**src/hdl/compact_load_store_defines.svh**
```systemverilog
// constants for the compressed load/store decoder
`ifndef COMPACT_LOAD_STORE_DEFINES_SVH
`define COMPACT_LOAD_STORE_DEFINES_SVH

// --------------------------------------------------------------
// format opcodes and their positions
// --------------------------------------------------------------
`define CLS_PCREL_OP_HI 15
`define CLS_PCREL_OP_LO 11
`define CLS_PCREL_OP 5'h09
`define CLS_REGOFF_OP_HI 15
`define CLS_REGOFF_OP_LO 12
`define CLS_REGOFF_OP 4'h5
`define CLS_REGOFF_SEL_BIT 9
`define CLS_IMMOFF_OP_HI 15
`define CLS_IMMOFF_OP_LO 13
`define CLS_IMMOFF_OP 3'h3

// --------------------------------------------------------------
// flag and field positions
// --------------------------------------------------------------
`define CLS_F7_LOAD_BIT 11
`define CLS_F7_BYTE_BIT 10
`define CLS_F8_LOAD_BIT 10
`define CLS_F8_BYTE_BIT 11
`define CLS_F9_BYTE_BIT 12
`define CLS_F9_LOAD_BIT 11
`define CLS_PCREL_RD_HI 10
`define CLS_PCREL_RD_LO 8
`define CLS_WORD8_HI 7
`define CLS_WORD8_LO 0
`define CLS_IMM5_HI 10
`define CLS_IMM5_LO 6
`define CLS_OFFREG_HI 8
`define CLS_OFFREG_LO 6
`define CLS_BASEREG_HI 5
`define CLS_BASEREG_LO 3
`define CLS_RD_HI 2
`define CLS_RD_LO 0

// --------------------------------------------------------------
// address arithmetic and reset values
// --------------------------------------------------------------
`define CLS_PC_ADJUST 32'h0000_0004
`define CLS_WORD_SHIFT 2
`define CLS_RESET_WORD 32'h0000_0000
`define CLS_RESET_REG 3'h0

`endif

```
**src/hdl/compact_load_store_pkg.sv**
```systemverilog
// types shared by the compressed load/store decoder
package compact_load_store_pkg;

  typedef enum logic [1:0] {
    SIZE_BYTE = 2'h0,
    SIZE_HALF = 2'h1,
    SIZE_WORD = 2'h2
  } access_size_t;

  typedef enum logic [1:0] {
    ST_IDLE = 2'h1,
    ST_ACCESS = 2'h2
  } state_t;

endpackage

```
**src/hdl/compact_load_store_decode.sv**
```systemverilog
// decode and address generation for compressed load/store formats
// Functional notes
// - pc-relative load adds up to 255 words to base, loads word
// - relative base is instruction address plus four, bit 1 cleared
// - eight-bit word offset shifted left two into ten-bit byte offset
// - register-offset address is base register plus offset register
// - register-offset: load flag picks load, byte flag picks byte
// - byte stores write only the low byte of the source
// - halfword format, flags zero: store low sixteen source bits
// - halfword format, byte flag only: load halfword, zero upper bits
// - halfword format, load flag only: load byte, sign extend bit seven
// - halfword format, both flags: load halfword, sign extend bit 15
// - immediate format adds five-bit field to base register
// - immediate word access shifts the field left by two
// - immediate format flags pick direction and size; word loads full
// - each access behaves and times like its full-width equivalent
`include "compact_load_store_defines.svh"

module compact_load_store_decode #(
  parameter int DATA_W = 32
) (
  input wire logic clk_in,
  input wire logic rst_in,
  input wire logic instr_valid_in,
  input wire logic [15:0] instr_in,
  input wire logic [31:0] instr_addr_in,
  output logic instr_ready_out,
  output logic [2:0] base_sel_out,
  output logic [2:0] offset_sel_out,
  output logic [2:0] src_sel_out,
  input wire logic [31:0] base_value_in,
  input wire logic [31:0] offset_value_in,
  input wire logic [31:0] src_value_in,
  output logic mem_req_out,
  output logic mem_write_out,
  output compact_load_store_pkg::access_size_t mem_size_out,
  output logic [31:0] mem_addr_out,
  output logic [31:0] mem_wdata_out,
  input wire logic mem_done_in,
  input wire logic [31:0] mem_rdata_in,
  output logic rd_we_out,
  output logic [2:0] rd_sel_out,
  output logic [31:0] rd_data_out,
  output logic illegal_out
);

  // --------------------------------------------------------------
  // elaboration check
  // --------------------------------------------------------------
  if (DATA_W != 32) begin : g_bad_width
    $error("compact_load_store_decode supports only DATA_W of 32");
  end

  // --------------------------------------------------------------
  // helpers
  // --------------------------------------------------------------
  function automatic logic [31:0] extend_load(
    input compact_load_store_pkg::access_size_t size,
    input logic signed_load,
    input logic [31:0] raw
  );
    logic [31:0] value;
    value = raw;
    unique case (size)
      compact_load_store_pkg::SIZE_BYTE: begin
        value = signed_load ? {{24{raw[7]}}, raw[7:0]}
                            : {24'h000000, raw[7:0]};
      end
      compact_load_store_pkg::SIZE_HALF: begin
        value = signed_load ? {{16{raw[15]}}, raw[15:0]}
                            : {16'h0000, raw[15:0]};
      end
      compact_load_store_pkg::SIZE_WORD: begin
        value = raw;
      end
      default: begin
        value = raw;
      end
    endcase
    return value;
  endfunction

  function automatic logic [31:0] store_data(
    input compact_load_store_pkg::access_size_t size,
    input logic [31:0] src
  );
    logic [31:0] value;
    value = src;
    unique case (size)
      compact_load_store_pkg::SIZE_BYTE: value = {24'h000000, src[7:0]};
      compact_load_store_pkg::SIZE_HALF: value = {16'h0000, src[15:0]};
      compact_load_store_pkg::SIZE_WORD: value = src;
      default: value = src;
    endcase
    return value;
  endfunction

  // --------------------------------------------------------------
  // format detection and field extraction
  // --------------------------------------------------------------
  logic is_pcrel;
  logic is_regoff;
  logic is_signext;
  logic is_immoff;
  logic dec_load;
  logic dec_signed;
  logic dec_legal;
  compact_load_store_pkg::access_size_t dec_size;
  logic [31:0] pc_base;
  logic [9:0] pcrel_offset;
  logic [6:0] imm_offset;
  logic [31:0] dec_addr;
  logic [2:0] dec_rd;

  always_comb begin
    is_pcrel = instr_in[`CLS_PCREL_OP_HI:`CLS_PCREL_OP_LO] == `CLS_PCREL_OP;
    is_regoff = instr_in[`CLS_REGOFF_OP_HI:`CLS_REGOFF_OP_LO]
                == `CLS_REGOFF_OP && !instr_in[`CLS_REGOFF_SEL_BIT];
    is_signext = instr_in[`CLS_REGOFF_OP_HI:`CLS_REGOFF_OP_LO]
                 == `CLS_REGOFF_OP && instr_in[`CLS_REGOFF_SEL_BIT];
    is_immoff = instr_in[`CLS_IMMOFF_OP_HI:`CLS_IMMOFF_OP_LO]
                == `CLS_IMMOFF_OP;
    dec_legal = is_pcrel || is_regoff || is_signext || is_immoff;
    base_sel_out = instr_in[`CLS_BASEREG_HI:`CLS_BASEREG_LO];
    offset_sel_out = instr_in[`CLS_OFFREG_HI:`CLS_OFFREG_LO];
    src_sel_out = instr_in[`CLS_RD_HI:`CLS_RD_LO];
    dec_rd = instr_in[`CLS_RD_HI:`CLS_RD_LO];
    // relative base: address plus four, bit 1 forced low
    pc_base = instr_addr_in + `CLS_PC_ADJUST;
    pc_base[1] = 1'b0;
    pcrel_offset = {instr_in[`CLS_WORD8_HI:`CLS_WORD8_LO], 2'h0};
    if (instr_in[`CLS_F9_BYTE_BIT]) begin
      imm_offset = {2'h0, instr_in[`CLS_IMM5_HI:`CLS_IMM5_LO]};
    end else begin
      imm_offset = 7'({instr_in[`CLS_IMM5_HI:`CLS_IMM5_LO], 2'h0});
    end
    dec_load = 1'b0;
    dec_signed = 1'b0;
    dec_size = compact_load_store_pkg::SIZE_WORD;
    dec_addr = `CLS_RESET_WORD;
    if (is_pcrel) begin
      dec_load = 1'b1;
      dec_addr = pc_base + {22'h000000, pcrel_offset};
      dec_rd = instr_in[`CLS_PCREL_RD_HI:`CLS_PCREL_RD_LO];
    end else if (is_regoff) begin
      dec_load = instr_in[`CLS_F7_LOAD_BIT];
      dec_size = instr_in[`CLS_F7_BYTE_BIT]
                 ? compact_load_store_pkg::SIZE_BYTE
                 : compact_load_store_pkg::SIZE_WORD;
      dec_addr = base_value_in + offset_value_in;
    end else if (is_signext) begin
      dec_addr = base_value_in + offset_value_in;
      unique case ({instr_in[`CLS_F8_LOAD_BIT], instr_in[`CLS_F8_BYTE_BIT]})
        2'h0: begin
          dec_size = compact_load_store_pkg::SIZE_HALF;
        end
        2'h1: begin
          dec_load = 1'b1;
          dec_size = compact_load_store_pkg::SIZE_HALF;
        end
        2'h2: begin
          dec_load = 1'b1;
          dec_signed = 1'b1;
          dec_size = compact_load_store_pkg::SIZE_BYTE;
        end
        2'h3: begin
          dec_load = 1'b1;
          dec_signed = 1'b1;
          dec_size = compact_load_store_pkg::SIZE_HALF;
        end
      endcase
    end else if (is_immoff) begin
      dec_load = instr_in[`CLS_F9_LOAD_BIT];
      dec_size = instr_in[`CLS_F9_BYTE_BIT]
                 ? compact_load_store_pkg::SIZE_BYTE
                 : compact_load_store_pkg::SIZE_WORD;
      dec_addr = base_value_in + {25'h0000000, imm_offset};
    end
  end

  // --------------------------------------------------------------
  // sequencing state
  // --------------------------------------------------------------
  compact_load_store_pkg::state_t state;
  compact_load_store_pkg::state_t next_state;
  logic mem_req;
  logic next_mem_req;
  logic mem_write;
  logic next_mem_write;
  compact_load_store_pkg::access_size_t mem_size;
  compact_load_store_pkg::access_size_t next_mem_size;
  logic [31:0] mem_addr;
  logic [31:0] next_mem_addr;
  logic [31:0] mem_wdata;
  logic [31:0] next_mem_wdata;
  logic load_signed;
  logic next_load_signed;
  logic [2:0] rd_sel;
  logic [2:0] next_rd_sel;
  logic rd_we;
  logic next_rd_we;
  logic [31:0] rd_data;
  logic [31:0] next_rd_data;
  logic illegal;
  logic next_illegal;

  always_comb begin
    next_state = state;
    next_mem_req = mem_req;
    next_mem_write = mem_write;
    next_mem_size = mem_size;
    next_mem_addr = mem_addr;
    next_mem_wdata = mem_wdata;
    next_load_signed = load_signed;
    next_rd_sel = rd_sel;
    next_rd_we = 1'b0;
    next_rd_data = rd_data;
    next_illegal = 1'b0;
    unique case (state)
      compact_load_store_pkg::ST_IDLE: begin
        if (instr_valid_in && dec_legal) begin
          // one access, as its full-width counterpart would issue
          next_state = compact_load_store_pkg::ST_ACCESS;
          next_mem_req = 1'b1;
          next_mem_write = !dec_load;
          next_mem_size = dec_size;
          next_mem_addr = dec_addr;
          next_mem_wdata = dec_load ? `CLS_RESET_WORD
                                    : store_data(dec_size, src_value_in);
          next_load_signed = dec_signed;
          next_rd_sel = dec_rd;
        end else if (instr_valid_in) begin
          next_illegal = 1'b1;
        end
      end
      compact_load_store_pkg::ST_ACCESS: begin
        if (mem_done_in) begin
          next_state = compact_load_store_pkg::ST_IDLE;
          next_mem_req = 1'b0;
          if (!mem_write) begin
            next_rd_we = 1'b1;
            next_rd_data = extend_load(mem_size, load_signed, mem_rdata_in);
          end
        end
      end
      default: begin
        next_state = compact_load_store_pkg::ST_IDLE;
        next_mem_req = 1'b0;
      end
    endcase
  end

  always_ff @(posedge clk_in) begin
    if (rst_in) begin
      state <= compact_load_store_pkg::ST_IDLE;
      mem_req <= 1'b0;
      mem_write <= 1'b0;
      mem_size <= compact_load_store_pkg::SIZE_WORD;
      mem_addr <= `CLS_RESET_WORD;
      mem_wdata <= `CLS_RESET_WORD;
      load_signed <= 1'b0;
      rd_sel <= `CLS_RESET_REG;
      rd_we <= 1'b0;
      rd_data <= `CLS_RESET_WORD;
      illegal <= 1'b0;
    end else begin
      state <= next_state;
      mem_req <= next_mem_req;
      mem_write <= next_mem_write;
      mem_size <= next_mem_size;
      mem_addr <= next_mem_addr;
      mem_wdata <= next_mem_wdata;
      load_signed <= next_load_signed;
      rd_sel <= next_rd_sel;
      rd_we <= next_rd_we;
      rd_data <= next_rd_data;
      illegal <= next_illegal;
    end
  end

  // --------------------------------------------------------------
  // outputs
  // --------------------------------------------------------------
  assign instr_ready_out = state == compact_load_store_pkg::ST_IDLE;
  assign mem_req_out = mem_req;
  assign mem_write_out = mem_write;
  assign mem_size_out = mem_size;
  assign mem_addr_out = mem_addr;
  assign mem_wdata_out = mem_wdata;
  assign rd_we_out = rd_we;
  assign rd_sel_out = rd_sel;
  assign rd_data_out = rd_data;
  assign illegal_out = illegal;

endmodule

```
**config.mk**
```make
export PLATFORM = sky130hd
export DESIGN_NAME = compact_load_store_decode
export DESIGN_NICKNAME = d
export VERILOG_FILES = /design/src/hdl/compact_load_store_pkg.sv /design/src/hdl/compact_load_store_decode.sv
export VERILOG_INCLUDE_DIRS = /design/src /design/src/hdl
export SDC_FILE = /design/constraint.sdc
export NUM_CORES = 1
export LEC_CHECK = 0
export ABC_AREA = 1
export BUFFER_PORTS_ARGS = -buffer_cell sky130_fd_sc_hd__buf_2
export CAP_MARGIN = 20
export CORE_UTILIZATION = 49
export CTS_BUF_LIST = sky130_fd_sc_hd__clkbuf_8
export CTS_CLUSTER_DIAMETER = 150
export DETAILED_ROUTE_END_ITERATION = 12
export PLACE_DENSITY_LB_ADDON = 0.05
export SLEW_MARGIN = 20
export SYNTH_ARGS = -nofsm -noshare
export SYNTH_HDL_FRONTEND = slang
export SYNTH_SLANG_ARGS = --single-unit
```
**constraint.sdc**
```tcl
create_clock -name clk_in -period 2.48 [get_ports clk_in]
set_input_delay 0.248 -clock clk_in [delete_from_list [all_inputs] [get_ports clk_in]]
set_output_delay 0.248 -clock clk_in [all_outputs]
set_load 0.03 [all_outputs]
```
== Yosys cells after proc, flatten, opt, wreduce, memory -nomap -nowiden ==
Index checks and enable logic that the tools add are counted.

* Add/subtract/negate cells: 4
* Eq/ne operators: 12
* Mux-type cells: 35
* Bitwise gates (word level): 4
* Reductions and logical operators: 19

{| class="wikitable"
|+ Operator list
! cell !! number
|-
| $mux 32 || 7
|-
| $pmux 32 s2 || 2
|-
| $add 32x10->32 || 1
|-
| $add 32x3->32 const B || 1
|-
| $add 32x32->32 || 1
|-
| $add 32x7->32 || 1
|-
| $mux 2 || 8
|-
| $mux 1 || 13
|-
| $reduce_or 3->1 || 4
|-
| $eq 2x1->1 const B || 4
|-
| $pmux 2 s2 || 2
|-
| $mux 7 || 1
|-
| $eq 2x2->1 const B || 3
|-
| $logic_not 2->1 || 3
|-
| $eq 5x4->1 const B || 1
|-
| $eq 4x3->1 const B || 1
|-
| $not 1->1 || 4
|-
| $reduce_and 2->1 || 2
|-
| $eq 3x2->1 const B || 1
|-
| $logic_and 1x1->1 || 3
|-
| $logic_or 1x1->1 || 3
|-
| $mux 3 || 1
|-
| $reduce_and 3->1 || 1
|-
| $logic_not 1->1 || 2
|-
| 4 further kinds || 4
|}

* Register bits: 108
* Input bits: 180
* Output and inout bits: 115

== Longest topological paths before layout ==
* Depth in word-level cells: 9
* Depth in mapped cells: 21

== Least setup slack after synthesis ==
No wires, ideal clock.

* Path type: input to register
* Start: input port instr_addr_in[2]
* End: register mem_addr[21] (netlist: mem_addr_out[21])
* Setup time: 109 ps
* Arrival: 2,228 ps
* Data required time: 2,371 ps
* Slack: 143 ps
* Stages: 21
* Path buffers: 0
* Cell sequence: ha_1 nand3_2 nor2_4 nor2_1 nor2_1 ha_1 nand2_1 nor2_1 nand2_1 nand2_1 nand2_1 nand2_1 nand2_1 inv_1 nand3_4 o21ai_0 nand2_1 nand2_1 nand3_1 nand2_1 inv_1

* Longest elaborated chain between the ends: 3

{| class="wikitable"
|+ RTL lines
! element !! line !! source
|-
| start, declared || compact_load_store_decode.sv:26 || <nowiki>input wire logic [31:0] instr_addr_in,</nowiki>
|-
| $add 32x3->32 (no line) || -- ||
|-
| $add 32x10->32 || compact_load_store_decode.sv:143 || <nowiki>dec_addr = pc_base + {22'h000000, pcrel_offset};</nowiki>
|-
| $mux 32 || compact_load_store_decode.sv:141 || <nowiki>if (is_pcrel) begin</nowiki>
|-
| end signal, assigned || compact_load_store_decode.sv:259 || <nowiki>mem_addr <= `CLS_RESET_WORD;</nowiki>
|-
| end signal, assigned || compact_load_store_decode.sv:271 || <nowiki>mem_addr <= next_mem_addr;</nowiki>
|-
| end, declared || compact_load_store_decode.sv:192 || <nowiki>logic [31:0] mem_addr;</nowiki>
|}

No other way between the ends.
A chain may end at the register's enable or synchronous reset.

== Worst setup path after layout ==
* Start: input port instr_addr_in[2]
* End: register mem_addr[14] (netlist: mem_addr_out[14])

The elaborated chain is that of the path after synthesis.

==> flow_metrics.tcl <==
set metrics [dict create \
    status "finished clean" \
    slew_viol_final 0 \
    globalplace.congestion 0.954 \
    port_buffers 293 \
    setup_violations 0 \
    num_antenna_cells 0 \
    multiInputGateArea_mm2 0.00657 \
    drt-met1-wl_um 14500 \
    cts_buffers 9 \
    final_nets 2171 \
    power-per-cell-area_mw_per_mm2 387 \
    start_util_pct 50.6 \
    clockRootBuffer "clkbuf_8" \
    met3RoutedLength_um 2650 \
    fillers 2017 \
    post_cts_buffers 0 \
    max-cap-violations 0 \
    min_path_type "input pin to flip-flop" \
    clock_tree.buffer_depth 2 \
    dpl_cell_area_mm2 0.0115 \
    cts.clk_slew.worst_paths_ns 0.13 \
    cp.required_ns 2.78 \
    synth_area_leaders "dfxtp_1, nand2_1, a21oi_1" \
    clock.fmax_mhz 451 \
    dieArea_mm2 0.0201 \
    arrival_ns 2.51 \
    period_share_pct 89.3 \
    final_area_mm2 0.0118 \
    seq_area_mm2 0.00214 \
    io_pins 295 \
    placementRows 50 \
    relSlewSlack_pct 54.6 \
    top_layer_used "met4" \
    yosysSeqAreaShare_pct 22.4 \
    ys_async_sr_fraction_pct 0 \
    final_antenna_net_count 0 \
    cp-start-kind "input pin" \
    syn_nets 1865 \
    grt_max_degree 64 \
    peakVddDrop_mv 0.316 \
    cp_max_fo 5 \
    clk_latency_ns 0.41 \
    antenna_found_initial 0 \
    tightest_slew_ns 0.679 \
    cellLeakagePower_nw 5.89 \
    cts_sinks 107 \
    synth_edf_count 0 \
    synth_seq_cells 107 \
    via_count 11667 \
    syn_inst 1635 \
    yosys_warnings 0 \
    viasPerCell 5.29 \
    grt_overflow 0 \
    synth_top_cell_area_share_pct 22.4 \
    worstSetupEndpointType "flip-flop" \
    first_global_vias 10242 \
    drcViolationCount 0 \
    yosys.area.top_type "dfxtp_1" \
    tritoncts "done" \
    dp_hpwl_um 27000 \
    fin_skew_ns 0.0295 \
    syn2layout_area_growth_pct 23.1 \
    path_class "input pin to flip-flop" \
    drive_above_1_share_pct 22.0 \
    wl_per_cell_um 15.0 \
    die_y_um 142 \
    final.setup.tns_ns 0 \
    grt_pass1_wl_um 50600 \
    post-route-min-period_ns 2.21 \
    wl_um 33100 \
    dieWidth_um 142 \
    syn_area_mm2 0.00956 \
    drt_first_pass_iters 5 \
    syn-mean-instance-area_um2 5.85 \
    finalHoldViolCount 0 \
    htreeDepth 3 \
    synth_ff_type "dfxtp_1" \
    rsz0062_at_grt "no" \
    synth_cell_types 43 \
    grtUsageTotal_pct 31.9 \
    drt-initial-drc-count 752 \
    core_mm2 0.0189 \
    wl_met2_um 15200 \
]
==> synthesized netlist by cell type (all sizes together) (2+ instances only) <==
master / n
and2: 3
nand3: 153
a41oi: 6
clkbuf: 35
a21oi: 173
nor4: 3
dfxtp: 107
o22ai: 2
o21bai: 9
clkinv: 2
buf: 18
a21o: 7
a31oi: 7
inv: 163
nor3: 14
xor2: 16
o21a: 3
nand4: 19
ha: 47
fa: 3
nand3b: 9
o211ai: 5
or2: 6
nand2: 478
xnor2: 5
nor2: 215
o21ai: 124
==> sequential cells by signal, summed over array words and instances (netlist names) <==
register	cells
mem_wdata_out	32
mem_addr_out	32
illegal_out	1
mem_size_out	2
rd_we_out	1
state	2
rd_sel_out	3
mem_write_out	1
rd_data_out	32
load_signed	1
==> worst max-delay path: stages <==
cell	delay [ns]
buf_2	0.12
ha_1	0.27
nand3_2	0.15
nor2_4	0.04
nor2_1	0.09
nor2_1	0.06
ha_1	0.34
nand2_1	0.08
nor2_1	0.11
nand2_1	0.06
nand3b_1	0.19
nand2_2	0.12
nor2_1	0.14
inv_1	0.09
o21ai_0	0.23
nand3_1	0.10
nand2_1	0.07
inv_1	0.03
==> final timing paths <==
path,from,end,slack (ns),cells past startpoint
min,mem_rdata_in[1],rd_data_out[1],0.06,3
max reg2reg,state[1],mem_wdata_out[29],0.71,7
max,instr_addr_in[2],mem_addr_out[14],0.27,18
min reg2reg,mem_wdata_out[11],mem_wdata_out[11],0.47,2
==> placed cells by master, fill, tap and decap left out, drive strengths merged, types with 14 or more instances in the layout <==
master / Yosys / final
a21oi: 173 / 173
dfxtp: 107 / 107
ha: 47 / 47
nor2: 215 / 215
nand4: 19 / 19
o21ai: 124 / 124
buf: 18 / 348
inv: 163 / 169
nand3: 153 / 153
nor3: 14 / 14
nand2: 478 / 478
xor2: 16 / 16
==> power breakdown <==
group	total, mW	switching (mW)	internal, mW
Sequential	1.80	0.0270	1.77
Combinational	1.54	0.996	0.545
Clock	1.22	0.782	0.438
Total	4.56	1.81	2.75
==> repair_timing <==
| action | CTS | global route |
|---|---|---|
| hold buffers | 0 | 0 |
| setup endpoints to repair | 0 | 3 |
| gates resized for setup | 0 | 2 |
| endpoints found under the hold margin | 0 | 0 |
==> per-stage QoR <==
stage	hold WS, ns	utilization [%]	std cells	power [mW]	setup slack (ns)
2_1_floorplan	0.383	-	1635	2.78	0.143
3_3_place_gp	0.448	61.1	2190	3.34	-0.103
3_5_place_dp	0.454	61.1	2190	3.35	-0.179
4_1_cts	0.0374	62.3	2206	4.56	0.243
5_1_grt	0.0542	62.3	2206	4.81	0.0257
6_report	0.0602	62.3	2206	4.56	0.265
==> final cells by class <==
| class | instances | share of cell area (%) |
|---|---|---|
| inverters | 165 | 5.26 |
| flip-flops and latches | 107 | 18.2 |
| well taps | 260 | 2.76 |
| clock buffers | 9 | 1.05 |
| multi-input cells | 1310 | 55.8 |
| clock inverters | 7 | 0.851 |
| repair buffers | 348 | 16.1 |
==> logic make-up after synthesis <==
| kind of cell | share of synthesized area, % |
|---|---|
| AOI/OAI and AO/OA | 18.7 |
| buffers and inverters | 9.01 |
| adders and majority gates | 6.78 |
| and+or+nand+nor | 41.0 |
| DFF | 22.4 |
| xor gates and xnor gates | 2.08 |
==> per-layer routing <==
metal,vias to the layer above,global-route usage [%]
li1,5989,-
met1,5202,43.0
met2,426,52.1
met3,50,5.26
met4,0,9.45
met5,-,0
No activity file was read; power rests on OpenSTA's default activity.
